[config.mk]
export PLATFORM = sky130hd
export DESIGN_NAME = asrb_bank
export DESIGN_NICKNAME = d
export VERILOG_FILES = /design/src/asrb_bank.v
export VERILOG_INCLUDE_DIRS = /design/src /design/src/src
export SDC_FILE = /design/constraint.sdc
export NUM_CORES = 1
export LEC_CHECK = 0
export BUFFER_PORTS_ARGS = -buffer_cell sky130_fd_sc_hd__buf_2
export CELL_PAD_IN_SITES_DETAIL_PLACEMENT = 1
export CELL_PAD_IN_SITES_GLOBAL_PLACEMENT = 1
export CORE_UTILIZATION = 50
export CTS_CLUSTER_SIZE = 24
export DETAILED_ROUTE_END_ITERATION = 8
export PLACE_DENSITY_LB_ADDON = 0.25
export SETUP_SLACK_MARGIN = 0.1
export SLEW_MARGIN = 20
export SYNTH_ARGS = -nofsm -noshare
export SYNTH_HDL_FRONTEND = slang
export SYNTH_SLANG_ARGS = --single-unit
[constraint.sdc]
create_clock -name clk_sys -period 4.6 [get_ports clk_sys]
set_input_delay 0.46 -clock clk_sys [delete_from_list [all_inputs] [get_ports clk_sys]]
set_output_delay 0.46 -clock clk_sys [all_outputs]
set_load 0.02 [all_outputs]
[src/asrb_consts.vh]
// constants for the alarm and status register bank
//
// Function
// - current scale bits 7:4 set channel A full scale, reset all ones
// - current scale bits 3:0 set channel B full scale, reset all ones
// - temperature register reads die temperature, 8-bit two's complement, read only
// - 7-bit alarm mask, reset zero, one bit per alarm, 1 masks
// - masked alarm keeps off the alarm pin but is still recorded
// - alarm status resets to zero and a host write clears it
// - status bit 6 sets when the write pointer is all zeros
// - all-zero write pointer stays stuck until the next sync
// - status bit 5 sets on pointer overrun or underrun
// - status bit 3 sets on test pattern mismatch
// - status bit 1 sets when pointers are two apart
// - status bit 0 sets when pointers are one apart
// - two-apart and one-apart alarms only when their enables are set
// - auto clear after 64 consecutive good samples when enabled
`ifndef ASRB_CONSTS_VH
`define ASRB_CONSTS_VH
// ==================================================
// register offsets
`define ASRB_ADDR_SCALE      5'h04
`define ASRB_ADDR_TEMP       5'h05
`define ASRB_ADDR_MASK       5'h06
`define ASRB_ADDR_STATUS     5'h07
// ==================================================
// reset values and fields
`define ASRB_SCALE_RESET     8'hff
`define ASRB_MASK_RESET      7'h00
`define ASRB_STATUS_RESET    7'h00
`define ASRB_STATUS_USED     7'h6b
`define ASRB_BIT_ZERO        6
`define ASRB_BIT_COLL        5
`define ASRB_BIT_PATT        3
`define ASRB_BIT_TWO         1
`define ASRB_BIT_ONE         0
`define ASRB_GOOD_COUNT      7'h40
// ==================================================
// serial frame layout and field positions
`define ASRB_LAST_BIT        4'h7
`define ASRB_BIT_CNT_CLR     4'h0
`define ASRB_HDR_RW_POS      6
`define ASRB_HDR_ADDR_TOP    3
`define ASRB_SCALE_A_TOP     7
`define ASRB_SCALE_A_LOW     4
`define ASRB_SCALE_B_TOP     3
`define ASRB_SCALE_B_LOW     0
`define ASRB_MASK_TOP        6
`define ASRB_SCALE_A_RESET   4'hf
`define ASRB_SCALE_B_RESET   4'hf
`define ASRB_SYNC_LOW        2'h0
`define ASRB_SYNC_HIGH       2'h3
`endif
[src/asrb_bank.v]
// register bank for current scale, temperature, alarm mask and alarm status
`timescale 1ns/100ps
`include "asrb_consts.vh"
module asrb_bank #(
  // counter width and the run of good samples that clears the alarms
  parameter                  GOOD_CNT_W = 7,
  parameter [GOOD_CNT_W-1:0] GOOD_RUN   = `ASRB_GOOD_COUNT
) (
  input  wire       clk_sys,
  input  wire       rst_n,
  // serial control interface pins
  input  wire       sclk,
  input  wire       sdenb_n,
  input  wire       sdio_in,
  output reg        sdio_out,
  output reg        sdio_oe,
  // fifo and pattern checker events, enables and die temperature
  input  wire       wr_ptr_zero,
  input  wire       ptr_collision,
  input  wire       pattern_mismatch,
  input  wire       ptr_two_apart,
  input  wire       ptr_one_apart,
  input  wire       good_sample,
  input  wire       fifo_sync,
  input  wire       ptr_two_apart_enable,
  input  wire       ptr_one_apart_enable,
  input  wire       auto_clear_after_good,
  input  wire [7:0] die_temp_in,
  // outputs to the datapath and pin
  output reg  [3:0] scale_a,
  output reg  [3:0] scale_b,
  output reg        wr_ptr_stuck,
  output reg        alarm_output_pin
);

  // ==================================================
  // pin synchronisers
  // sclk, enable and data come from pins: two flops before any logic reads them
  reg  [1:0] sclk_s;
  reg  [1:0] sden_s;
  reg  [1:0] sdi_s;
  reg        sclk_d;
  wire       sclk_rise;
  wire       sclk_fall;
  wire       frame;
  wire       sdi;
  always @(posedge clk_sys or negedge rst_n) begin
    if (!rst_n) begin
      sclk_s <= `ASRB_SYNC_LOW;
      // enable resets high so the bank wakes up outside a frame
      sden_s <= `ASRB_SYNC_HIGH;
      sdi_s  <= `ASRB_SYNC_LOW;
      sclk_d <= 1'b0;
    end else begin
      sclk_s <= {sclk_s[0], sclk};
      sden_s <= {sden_s[0], sdenb_n};
      sdi_s  <= {sdi_s[0], sdio_in};
      sclk_d <= sclk_s[1];
    end
  end
  assign sclk_rise = sclk_s[1] & ~sclk_d;
  assign sclk_fall = ~sclk_s[1] & sclk_d;
  assign frame     = ~sden_s[1];
  assign sdi       = sdi_s[1];

  // ==================================================
  // serial frame: r/w bit, 2 unused, 5 address bits, 8 data bits
  localparam [1:0] SIF_HEAD = 2'b01;
  localparam [1:0] SIF_DATA = 2'b10;
  reg  [1:0] state;
  reg  [1:0] next_state;
  reg  [3:0] bit_cnt;
  reg  [3:0] next_bit_cnt;
  reg        rd_flag;
  reg        next_rd_flag;
  reg  [6:0] hdr;
  reg  [6:0] next_hdr;
  reg  [7:0] shift_in;
  reg  [7:0] next_shift_in;
  reg  [7:0] shift_out;
  reg  [7:0] next_shift_out;
  reg        next_sdio_out;
  reg        next_sdio_oe;
  reg        wr_pulse;
  reg        next_wr_pulse;
  reg  [4:0] addr;
  reg  [4:0] next_addr;
  reg  [7:0] wdata;
  reg  [7:0] next_wdata;
  reg  [6:0] mask;
  reg  [6:0] status;
  reg  [7:0] rd_word;

  // ==================================================
  // read multiplexer
  always @* begin
    case (addr)
      `ASRB_ADDR_SCALE: begin
        rd_word = {scale_a, scale_b};
      end
      `ASRB_ADDR_TEMP: begin
        rd_word = die_temp_in;
      end
      `ASRB_ADDR_MASK: begin
        rd_word = {1'b0, mask};
      end
      `ASRB_ADDR_STATUS: begin
        rd_word = {1'b0, status};
      end
      // unmapped addresses read as zero
      default: begin
        rd_word = 8'h00;
      end
    endcase
  end

  // ==================================================
  // frame state machine
  // the temperature byte is taken live at the first read edge; a slow sclk keeps it settled
  always @* begin
    next_state     = state;
    next_bit_cnt   = bit_cnt;
    next_rd_flag   = rd_flag;
    next_hdr       = hdr;
    next_shift_in  = shift_in;
    next_shift_out = shift_out;
    next_sdio_out  = sdio_out;
    next_sdio_oe   = sdio_oe;
    next_addr      = addr;
    next_wdata     = wdata;
    next_wr_pulse  = 1'b0;
    if (!frame) begin
      // a cut frame simply drops what was shifted so far
      next_state   = SIF_HEAD;
      next_bit_cnt = `ASRB_BIT_CNT_CLR;
      next_sdio_oe = 1'b0;
    end else begin
      case (state)
        SIF_HEAD: begin
          if (sclk_rise) begin
            next_hdr     = {hdr[5:0], sdi};
            next_bit_cnt = bit_cnt + 4'h1;
            if (bit_cnt == `ASRB_LAST_BIT) begin
              next_state   = SIF_DATA;
              next_bit_cnt = `ASRB_BIT_CNT_CLR;
              next_rd_flag = hdr[`ASRB_HDR_RW_POS];
              next_addr    = {hdr[`ASRB_HDR_ADDR_TOP:0], sdi};
            end
          end else if (sclk_fall) begin
            // release the data line once the next header starts
            next_sdio_oe = 1'b0;
          end
        end
        SIF_DATA: begin
          if (sclk_rise) begin
            next_shift_in = {shift_in[6:0], sdi};
            next_bit_cnt  = bit_cnt + 4'h1;
            if (bit_cnt == `ASRB_LAST_BIT) begin
              // further bytes in the same frame go back through the header path
              next_state    = SIF_HEAD;
              next_bit_cnt  = `ASRB_BIT_CNT_CLR;
              next_wdata    = {shift_in[6:0], sdi};
              next_wr_pulse = ~rd_flag;
            end
          end else if (sclk_fall && rd_flag) begin
            // read data driven on falling edges, msb first
            if (bit_cnt == `ASRB_BIT_CNT_CLR && !sdio_oe) begin
              next_sdio_out  = rd_word[7];
              next_shift_out = {rd_word[6:0], 1'b0};
              next_sdio_oe   = 1'b1;
            end else begin
              next_sdio_out  = shift_out[7];
              next_shift_out = {shift_out[6:0], 1'b0};
            end
          end
        end
        default: begin
          next_state   = SIF_HEAD;
          next_bit_cnt = `ASRB_BIT_CNT_CLR;
        end
      endcase
    end
  end

  always @(posedge clk_sys or negedge rst_n) begin
    if (!rst_n) begin
      state     <= SIF_HEAD;
      bit_cnt   <= `ASRB_BIT_CNT_CLR;
      rd_flag   <= 1'b0;
      hdr       <= 7'h00;
      shift_in  <= 8'h00;
      shift_out <= 8'h00;
      sdio_out  <= 1'b0;
      sdio_oe   <= 1'b0;
      wr_pulse  <= 1'b0;
      addr      <= 5'h00;
      wdata     <= 8'h00;
    end else begin
      state     <= next_state;
      bit_cnt   <= next_bit_cnt;
      rd_flag   <= next_rd_flag;
      hdr       <= next_hdr;
      shift_in  <= next_shift_in;
      shift_out <= next_shift_out;
      sdio_out  <= next_sdio_out;
      sdio_oe   <= next_sdio_oe;
      wr_pulse  <= next_wr_pulse;
      addr      <= next_addr;
      wdata     <= next_wdata;
    end
  end

  // ==================================================
  // write decode
  wire wr_scale;
  wire wr_mask;
  wire wr_status;
  assign wr_scale  = wr_pulse && addr == `ASRB_ADDR_SCALE;
  assign wr_mask   = wr_pulse && addr == `ASRB_ADDR_MASK;
  // writes to the temperature or an unmapped address land nowhere
  assign wr_status = wr_pulse && addr == `ASRB_ADDR_STATUS;

  // ==================================================
  // alarm events
  reg  [6:0] events;
  always @* begin
    events = 7'h00;
    events[`ASRB_BIT_ZERO] = wr_ptr_zero;
    events[`ASRB_BIT_COLL] = ptr_collision;
    events[`ASRB_BIT_PATT] = pattern_mismatch;
    events[`ASRB_BIT_TWO]  = ptr_two_apart & ptr_two_apart_enable;
    events[`ASRB_BIT_ONE]  = ptr_one_apart & ptr_one_apart_enable;
  end

  // ==================================================
  // good sample run
  localparam [GOOD_CNT_W-1:0] GOOD_LAST = GOOD_RUN - 1'b1;
  reg  [GOOD_CNT_W-1:0] good_cnt;
  reg  [GOOD_CNT_W-1:0] next_good_cnt;
  wire                  auto_clr;
  assign auto_clr = auto_clear_after_good && good_cnt == GOOD_LAST && good_sample;
  always @* begin
    // any bad sample or event restarts the run
    if (!good_sample || |events || auto_clr) begin
      next_good_cnt = {GOOD_CNT_W{1'b0}};
    end else if (good_cnt == GOOD_LAST) begin
      // saturate: a long clean run seen while auto clear was off still counts
      next_good_cnt = good_cnt;
    end else begin
      next_good_cnt = good_cnt + 1'b1;
    end
  end

  // ==================================================
  // register updates
  reg  [3:0] next_scale_a;
  reg  [3:0] next_scale_b;
  reg  [6:0] next_mask;
  reg  [6:0] next_status;
  reg        next_wr_ptr_stuck;
  reg        next_alarm_output_pin;
  always @* begin
    next_scale_a = scale_a;
    next_scale_b = scale_b;
    next_mask    = mask;
    if (wr_scale) begin
      next_scale_a = wdata[`ASRB_SCALE_A_TOP:`ASRB_SCALE_A_LOW];
      next_scale_b = wdata[`ASRB_SCALE_B_TOP:`ASRB_SCALE_B_LOW];
    end
    if (wr_mask) begin
      next_mask = wdata[`ASRB_MASK_TOP:0];
    end
  end
  always @* begin
    // sticky, cleared by write or auto clear; a new event wins
    if (wr_status || auto_clr) begin
      next_status = events & `ASRB_STATUS_USED;
    end else begin
      next_status = (status | events) & `ASRB_STATUS_USED;
    end
  end
  always @* begin
    if (fifo_sync) begin
      next_wr_ptr_stuck = 1'b0;
    end else if (wr_ptr_zero) begin
      next_wr_ptr_stuck = 1'b1;
    end else begin
      next_wr_ptr_stuck = wr_ptr_stuck;
    end
  end
  always @* begin
    // unmasked alarms drive the pin, one clock behind the status
    next_alarm_output_pin = |(status & ~mask);
  end

  always @(posedge clk_sys or negedge rst_n) begin
    if (!rst_n) begin
      scale_a          <= `ASRB_SCALE_A_RESET;
      scale_b          <= `ASRB_SCALE_B_RESET;
      mask             <= `ASRB_MASK_RESET;
      status           <= `ASRB_STATUS_RESET;
      good_cnt         <= {GOOD_CNT_W{1'b0}};
      wr_ptr_stuck     <= 1'b0;
      alarm_output_pin <= 1'b0;
    end else begin
      scale_a          <= next_scale_a;
      scale_b          <= next_scale_b;
      mask             <= next_mask;
      status           <= next_status;
      good_cnt         <= next_good_cnt;
      wr_ptr_stuck     <= next_wr_ptr_stuck;
      alarm_output_pin <= next_alarm_output_pin;
    end
  end

endmodule // asrb_bank

Word level (Yosys, flattened, before mapping) --
Index checks and enable logic that the tools add are counted.
Word-level totals: output and inout port bits 12, flip-flop bits (word level) 83, input port bits 23, word-level logic and storage cells 109
Cells by class: muxes and demuxes 29, add/sub/neg operators 2, reductions and logical operators 25, equal/unequal tests 19, bitwise gates (word level) 12
Operators by type and width (number):
- $pmux W8 S4 | 1
- $ne A3 B3 Y1 const B | 9
- $mux W7 | 3
- $eq A5 B3 Y1 const B | 4
- $mux W4 | 4
- $reduce_and A4 Y1 | 4
- $mux W1 | 13
- $mux W2 | 5
- $mux W8 | 1
- $add A7 B1 Y7 const B | 1
- $and A7 B7 Y7 | 1
- $eq A7 B6 Y1 const B | 1
- $logic_and A1 B1 Y1 | 7
- $not A7 Y7 | 1
- $or A7 B7 Y7 | 1
- $reduce_or A7 Y1 | 1
- $reduce_and A3 Y1 | 2
- $reduce_and A6 Y1 | 1
- $not A1 Y1 | 5
- $reduce_or A5 Y1 | 1
- $add A4 B1 Y4 const B | 1
- $and A1 B1 Y1 | 4
- $eq A4 B3 Y1 const B | 1
- $logic_not A4 Y1 | 1
- 11 further kinds | 14

Longest topological paths before layout --
Gate-level depths: netlist of the first run.
depth in word-level cells 7, depth in mapped cells 6, gate-level depth less buffers 5

Worst setup path before layout of the first run --
Ideal clock, no wire load.
path type flip-flop to flip-flop, start reg bit_cnt[0], end reg bit_cnt[3], clock period less this slack 1622 ps, cell stages (with the launch flop) 5, path buffers 0, setup slack 2978 ps, library setup time 94 ps, data arrival time 1528 ps, required time 4506 ps, path through dfrtp_1 > ha_1 > and3b_2 > or4_1 > a211oi_1
On the way: cells in the longest elaborated chain, start to end 5
Ends and longest elaborated chain:
- from (decl) | line asrb_bank.v:72 | reg [3:0] bit_cnt;
- from (signal assigned) | line asrb_bank.v:188 | bit_cnt <= `ASRB_BIT_CNT_CLR;
- from (signal assigned) | line asrb_bank.v:200 | bit_cnt <= next_bit_cnt;
- $add A4 B1 Y4 / $eq A4 B3 Y1 (equally long branches)
- $mux W4 * | line asrb_bank.v:143, asrb_bank.v:158
- $mux W4 * | line asrb_bank.v:155 | if (sclk_rise) begin
- $mux W4 *
- $mux W4 * | line asrb_bank.v:132 | if (!frame) begin
Every way passes the cells marked *; elsewhere a longest branch is shown, timed or not. The select of a mux whose other input is x is not followed. A chain may end at the register's enable or synchronous reset.

Worst setup path in the final report of the first run --
start reg state[0], end reg shift_out[4]
On the way: cells in the longest elaborated chain, start to end 2
Ends and longest elaborated chain:
- from (decl) | line asrb_bank.v:70 | reg [1:0] state;
- from (signal assigned) | line asrb_bank.v:199 | state <= next_state;
- $eq A2 B2 Y1 | line asrb_bank.v:138 | case (state)
- $reduce_and A4 Y1 (no line)
- to (signal assigned) | line asrb_bank.v:204 | shift_out <= next_shift_out;
- to (decl) | line asrb_bank.v:80 | reg [7:0] shift_out;
No other way between the ends.

==> results of run 1 <==
==> cell families (layout without fill, tap and decap cells) <==
| logic type | after synthesis | count (layout) | synth area share (%) |
|---|---|---|---|
| compound gates | 48 | 48 | 9.50 |
| flops | 80 | 80 | 55.6 |
| fa+ha+maj | 5 | 5 | 1.73 |
| mux | 56 | 56 | 17.3 |
| xor+xnor | 1 | 1 | 0.242 |
| simple gates | 66 | 66 | 12.9 |
| buf+inv | 21 | 61 | 2.62 |
==> flip-flops by register name (all words and copies together) (netlist names), 5 cells and up <==
signal,flops
addr,5
good_cnt,7
hdr,7
mask,7
shift_in,7
shift_out,7
status,5
wdata,8
==> area by class of cell <==
type,instances,area [µm²],share of cell area (%)
clock buffer,12,165,4.00
clock inverter,4,73.8,1.79
inverter,10,37.5,0.910
multi-input combinational,176,1510,36.7
sequential,80,2020,48.9
tap,96,120,2.91
timing repair buffer,35,200,4.85
==> worst paths after layout <==
kind	endpoint	slack (ns)	cells past startpoint
setup / recovery	shift_out[4]	2.56	5
hold / removal	bit_cnt[1]	0.003	1
setup reg to reg	shift_out[4]	2.56	5
hold reg to reg	sden_s[1]	0.36	0
max in group asynchronous	scale_b[3]	3.96	2
min in group clk_sys	sden_s[0]	0.19	1
==> cells in the mapped netlist, types with 2 or more instances <==
cell | count | area share (%)
dfrtp_1 | 69 | 48
mux2_2 | 44 | 14
dfstp_2 | 11 | 8.0
mux2i_1 | 11 | 3.0
nand4_1 | 11 | 1.9
inv_1 | 10 | 1.0
o21ai_0 | 10 | 1.4
nor4_1 | 7 | 1.2
buf_2 | 6 | 0.83
nor2_1 | 6 | 0.62
o211ai_1 | 6 | 1.2
a21oi_1 | 5 | 0.69
ha_1 | 5 | 1.7
nand2_1 | 5 | 0.52
nand3_1 | 5 | 0.69
a211oi_1 | 4 | 0.83
a31oi_1 | 4 | 0.69
o22a_1 | 4 | 0.97
a2bb2oi_1 | 3 | 0.73
a31o_2 | 3 | 0.73
clkbuf_1 | 3 | 0.31
nor3_1 | 3 | 0.41
nor4b_1 | 3 | 0.73
a32o_1 | 2 | 0.55
and3b_1 | 2 | 0.48
nand2b_4 | 2 | 0.76
nand3b_1 | 2 | 0.41
nand4b_1 | 2 | 0.48
nor2_2 | 2 | 0.35
nor2b_1 | 2 | 0.35
nor3_4 | 2 | 0.90
or2_2 | 2 | 0.35
==> routing by layer <==
metal  share of wire (%)  track usage (%)  up-vias
met1                  45             32.0     1254
met2                  50             38.7       38
met4                 1.3             8.20        0
met3                 3.0             5.69       10
li1                    -                -     1117
met5                   0                0        -
==> where the power goes <==
part | switching [mW] | leakage, nW | internal (mW) | total [mW]
clock network | 0.260 | 0.123 | 0.351 | 0.611
logic | 0.0347 | 0.725 | 0.0354 | 0.0701
registers | 0.0209 | 0.980 | 0.733 | 0.754
==> worst max-delay path: stages, from the launching register on <==
cell	delay, ns
dfstp_2	0.37
inv_1	0.07
ha_1	0.24
nor2b_1	0.54
nand4_1	0.44
o211ai_1	0.30
==> per-stage QoR <==
stage	worst slack (ns)	std cells	util (%)	hold slack, ns	cell area (µm²)
6_report	2.56	413	59.7	0.00295	4130
5_1_grt	2.38	413	59.7	0.0115	4130
4_1_cts	2.59	412	59.3	0.179	4100
3_5_place_dp	2.67	396	55.9	0.347	3860
3_3_place_gp	2.75	396	55.9	0.333	3860
2_1_floorplan	2.98	277	-	0.164	3620
==> flow_summary.json, run 1 <==
{
  "die-height_um": 87.1,
  "slew_headroom_pct": 55.1,
  "dpl.hpwl_mm": 5.35,
  "drv_cap": 0,
  "p_total_mw": 1.44,
  "track_usage_pct": 24.0,
  "synthArstFlopShare_pct": 100,
  "cts-htree-levels": 3,
  "area_delta_synth_final_pct": 13.8,
  "worst-endpoint-required_ns": 4.86,
  "ys_ff_latch": 80,
  "ys_seq_area_share_pct": 55.6,
  "leakage_nw": 1.83,
  "status": "complete, no violations",
  "critPathLaunch": "state[0]",
  "synth-edff-count": 0,
  "finalHoldViolations": 0,
  "tightest_slew_ns": 0.673,
  "die_x_um": 87.1,
  "setup-tns-final_ns": 0,
  "ys.flop_type": "dfrtp_1",
  "grt-ovfl-total": 0,
  "startpoint_type": "flop",
  "drtIter0Drc": 138,
  "coreArea_um2": 6910,
  "layout_min_cycle_time_ns": 2.04,
  "clk_pin_slew_ns": 0.08,
  "cts_resized": 0,
  "fin_nets": 340,
  "antenna_cells": 0,
  "vdd_drop_max_uv": 188,
  "post_cts_buffers": 0,
  "vias": 2419,
  "wl_per_cell_um": 19.5,
  "syn_area_per_cell_um2": 13.1,
  "cp_max_fo": 9,
  "crit_type": "reg2reg",
  "filler_cell_count": 707,
  "via_per_inst": 5.86,
  "setup_viol": 0,
  "arrival_ns": 2.30,
  "grt_pass1_vias": 2569,
  "finalCritPeriodShare_pct": 44.4,
  "power_density_nw_per_um2": 348,
  "grt_pass1_wl_mm": 13.4,
  "die_area_um2": 7590,
  "clock_skew_ns": 0.00925,
  "initial_core_util_pct": 52.5,
  "ant_nets": 0,
  "syn_nets": 305,
  "port-buffer-count": 34,
  "antenna_found_initial": 0,
  "holdBufCountCts": 0,
  "end_kind": "flop",
  "drt-total-wl_mm": 8.07,
  "root_buffer": "clkbuf_8",
  "ys_types": 53,
  "cts_tree": "built",
  "drt-pass1-iter-count": 7,
  "layout_common_cells": "69 x dfrtp_1, 44 x mux2_2, 33 x buf_2",
  "synth_area_um2": 3620,
  "pin_count": 35,
  "r2r-start": "state[0]",
  "clock-sinks": 80,
  "slew_viol_final": 0,
  "max_freq_ghz": 0.490,
  "ys.warnings.count": 0,
  "grt_max_degree": 81,
  "clock_path_buffers": 2,
  "netlist_instances": 277,
  "clock_insertion_delay_worst_skew_ns": 0.36,
  "layout_commonest_cell": "dfrtp_1",
  "drive_gt1_share_pct": 38.5,
  "hold_path.class": "in2async",
  "rows": 30,
  "drc": 0,
  "gp_congestion": 0.787,
  "rsz0062_at_grt": "false",
  "numCtsBuffers": 9
}
Note: power is estimated with default switching activity, not from simulation.
==> run 2: changes to the inputs <==
--- a/config.mk
+++ b/config.mk
@@ -6,10 +6,11 @@
 export SDC_FILE = /design/constraint.sdc
 export NUM_CORES = 1
 export LEC_CHECK = 0
+export ABC_AREA = 1
 export BUFFER_PORTS_ARGS = -buffer_cell sky130_fd_sc_hd__buf_2
 export CELL_PAD_IN_SITES_DETAIL_PLACEMENT = 1
 export CELL_PAD_IN_SITES_GLOBAL_PLACEMENT = 1
-export CORE_UTILIZATION = 50
+export CORE_UTILIZATION = 40
 export CTS_CLUSTER_SIZE = 24
 export DETAILED_ROUTE_END_ITERATION = 8
 export PLACE_DENSITY_LB_ADDON = 0.25
==> constraint.sdc (replaced) <==
create_clock -name clk_sys -period 1.6 [get_ports clk_sys]
set_input_delay 0.16 -clock clk_sys [delete_from_list [all_inputs] [get_ports clk_sys]]
set_output_delay 0.16 -clock clk_sys [all_outputs]
set_load 0.02 [all_outputs]
==> flow_summary.json, run 2 <==
{
  "layout_common_cells": "102 x nand2_1, 69 x dfrtp_1, 53 x inv_1",
  "numCtsBuffers": 9,
  "layout_min_cycle_time_ns": 1.52,
  "critPathMaxStageDelay_ns": 0.56,
  "synth-simple-area-share_pct": 23.1,
  "synthTopCellsByArea": "dfrtp_1 47%, nand2_1 11%, dfstp_2 7.9%",
  "antenna_cells": 0,
  "fin_nets": 514,
  "rows": 34,
  "slowest_stage": "dfstp_2",
  "cts_tree": "built",
  "hold_path.class": "in2reg",
  "clock_skew_ns": 0.00936,
  "synth_compound_area_share_pct": 10.6,
  "synth_top_family_by_area": "simple AND/OR/NAND/NOR gates",
  "drt-total-wl_mm": 9.48,
  "status": "complete, but fails checks",
  "grt_max_degree": 33,
  "die_x_um": 97.8,
  "max_freq_ghz": 0.658,
  "port-buffer-count": 34,
  "drive_gt1_share_pct": 28.5,
  "coreArea_um2": 8810,
  "drv_cap": 0,
  "ys_seq_area_share_pct": 54.9,
  "clock_insertion_delay_worst_skew_ns": 0.36,
  "synthArstFlopShare_pct": 100,
  "drt-pass1-iter-count": 6,
  "grt_pass1_vias": 3121,
  "drc": 2,
  "yosys.area.top_type": "dfrtp_1",
  "leakage_nw": 2.21,
  "clock-sinks": 80,
  "syn_area_per_cell_um2": 8.80,
  "layout_commonest_cell": "nand2_1",
  "worst-path-buf-inv": 2,
  "end_kind": "flop",
  "slew_headroom_pct": 78.7,
  "rsz0062_at_grt": "true",
  "vias": 3010,
  "regMostFlops": "wdata",
  "clk_pin_slew_ns": 0.08,
  "setup-tns-final_ns": 0,
  "antenna_found_initial": 0,
  "largest_reg_flops": 8,
  "netlist_instances": 417,
  "grt_pass1_wl_mm": 16.1,
  "ant_nets": 0,
  "gp_congestion": 0.820,
  "root_buffer": "clkbuf_8",
  "critPathTopFamily": "flip-flops",
  "netlist.area_leader.share_pct": 47.0,
  "track_usage_pct": 21.8,
  "dpl.hpwl_mm": 6.64,
  "setup_viol": 0,
  "arrival_ns": 1.76,
  "drtIter0Drc": 128,
  "path_cells": "ha_4, inv_2, nor2_4, inv_2, nor2_4, nand2_4, mux2_4",
  "wl_per_cell_um": 15.8,
  "syn_nets": 445,
  "vdd_drop_max_uv": 399,
  "ys.warnings.count": 0,
  "die-height_um": 97.8,
  "clock_path_buffers": 2,
  "dpl_cell_area_um2": 4030,
  "crit_type": "reg2reg",
  "slew_viol_final": 0,
  "synth_area_um2": 3670,
  "finalHoldViolations": 0,
  "cts-htree-levels": 3,
  "synthAdderAreaFrac_pct": 1.70,
  "ys.flop_type": "dfrtp_1",
  "grt-ovfl-total": 0,
  "finalCritPeriodShare_pct": 95.0,
  "initial_core_util_pct": 41.7,
  "pin_count": 35,
  "ys_ff_latch": 80,
  "synth_most_common_cell": "nand2_1",
  "worst-endpoint-required_ns": 1.84,
  "synth_common_cells": "105 x nand2_1, 69 x dfrtp_1, 59 x inv_1, 43 x o21ai_0, 31 x nand3_1",
  "tightest_slew_ns": 0.318,
  "area_delta_synth_final_pct": 26.7,
  "cp_max_fo": 2,
  "via_per_inst": 5.03,
  "synth-edff-count": 0,
  "die_area_um2": 9560,
  "ys_types": 30,
  "violations": "DRC",
  "post-route-cell-area_um2": 4650,
  "startpoint_type": "flop",
  "synth.area.mux_share_pct": 0.307,
  "power_density_nw_per_um2": 954,
  "synth_xor_area_share_pct": 0.954
}
## run 2: changes by cell type after synthesis, sizes merged, moves of 4 or more
cell and change:
clkbuf -4, mux2 -43, o21ai +46, nand2 +105
nor2 +19, o22a -4, nand3 +28, a21oi +7
inv +50, mux2i -11, nor4 -7, a31oi -4
a211oi -4, o211ai -6
## run 2: final timing paths
path	to	slack [ns]	startpoint	cells past startpoint
setup / recovery	rd_flag	0.08	state[0]	7
hold / removal	status[1]	0.03	ptr_two_apart_enable	3
setup reg to reg	rd_flag	0.08	state[0]	7
hold reg to reg	sdi_s[1]	0.36	sdi_s[0]	0
max in group asynchronous	alarm_output_pin	0.82	rst_n	3
min in group asynchronous	sclk_s[0]	0.22	rst_n	2
## run 2: per-stage QoR
stage | utilization, % | instances | setup WS (ns) | hold slack, ns | total power [mW]
after detailed placement | 45.7 | 564 | -0.0424 | 0.0631 | 2.50
final | 52.8 | 599 | 0.0805 | 0.0266 | 4.44
after global routing | 52.8 | 599 | 0.00602 | 0.0317 | 4.64
after global placement | 45.7 | 564 | 0.0740 | 0.0604 | 2.48
after floorplan | - | 417 | 0.160 | -0.136 | 2.34
after CTS | 51.0 | 592 | 0.0351 | 0.00942 | 4.46
## run 2: kinds of logic after synthesis
logic type / count (synthesis)
AND/OR/NAND/NOR: 185
XOR/XNOR: 4
flip-flops: 80
multiplexers: 1
AO/OA/AOI/OAI: 71
adder cells (fa/ha/maj): 5
buffers and inverters: 71
## run 2: tightest hold or removal path: cells and delay by family
kind | cells | cell delay [ns]
and+or+nand+nor | 2 | 0.12
buffers and inverters | 1 | 0.07
## run 2: area by class of cell
class / instances / area (µm²)
timing repair buffer: 68 / 485
clock buffer: 12 / 155
inverter: 61 / 233
fill: 1031 / 4160
tap: 108 / 135
multi-input combinational: 266 / 1530
clock inverter: 4 / 98.8
sequential: 80 / 2020
## run 2: metal layers
| layer | wire length, µm | up-vias | track usage [%] |
|---|---|---|---|
| met5 | 0 | - | 0 |
| met3 | 292 | 13 | 4.15 |
| met4 | 178 | 0 | 8.04 |
| met1 | 4220 | 1480 | 28.9 |
| met2 | 4790 | 41 | 35.6 |
| li1 | - | 1476 | - |
## run 2: power breakdown
part	total [mW]	internal (mW)	leakage (nW)	switching, mW
Combinational	0.401	0.171	1.09	0.230
Clock	1.87	1.13	0.127	0.738
Sequential	2.17	2.12	0.993	0.0529
Total	4.44	3.42	2.21	1.02
## run 2: repair_timing
item                       4_1_cts  5_1_grt
setup endpoints to repair       43       53
cloned                           0        0
pin swaps                        9       12
hold buffers                     7        0
setup buffers                    5        7
hold endpoints to repair        59        0
gates resized for setup         29       31
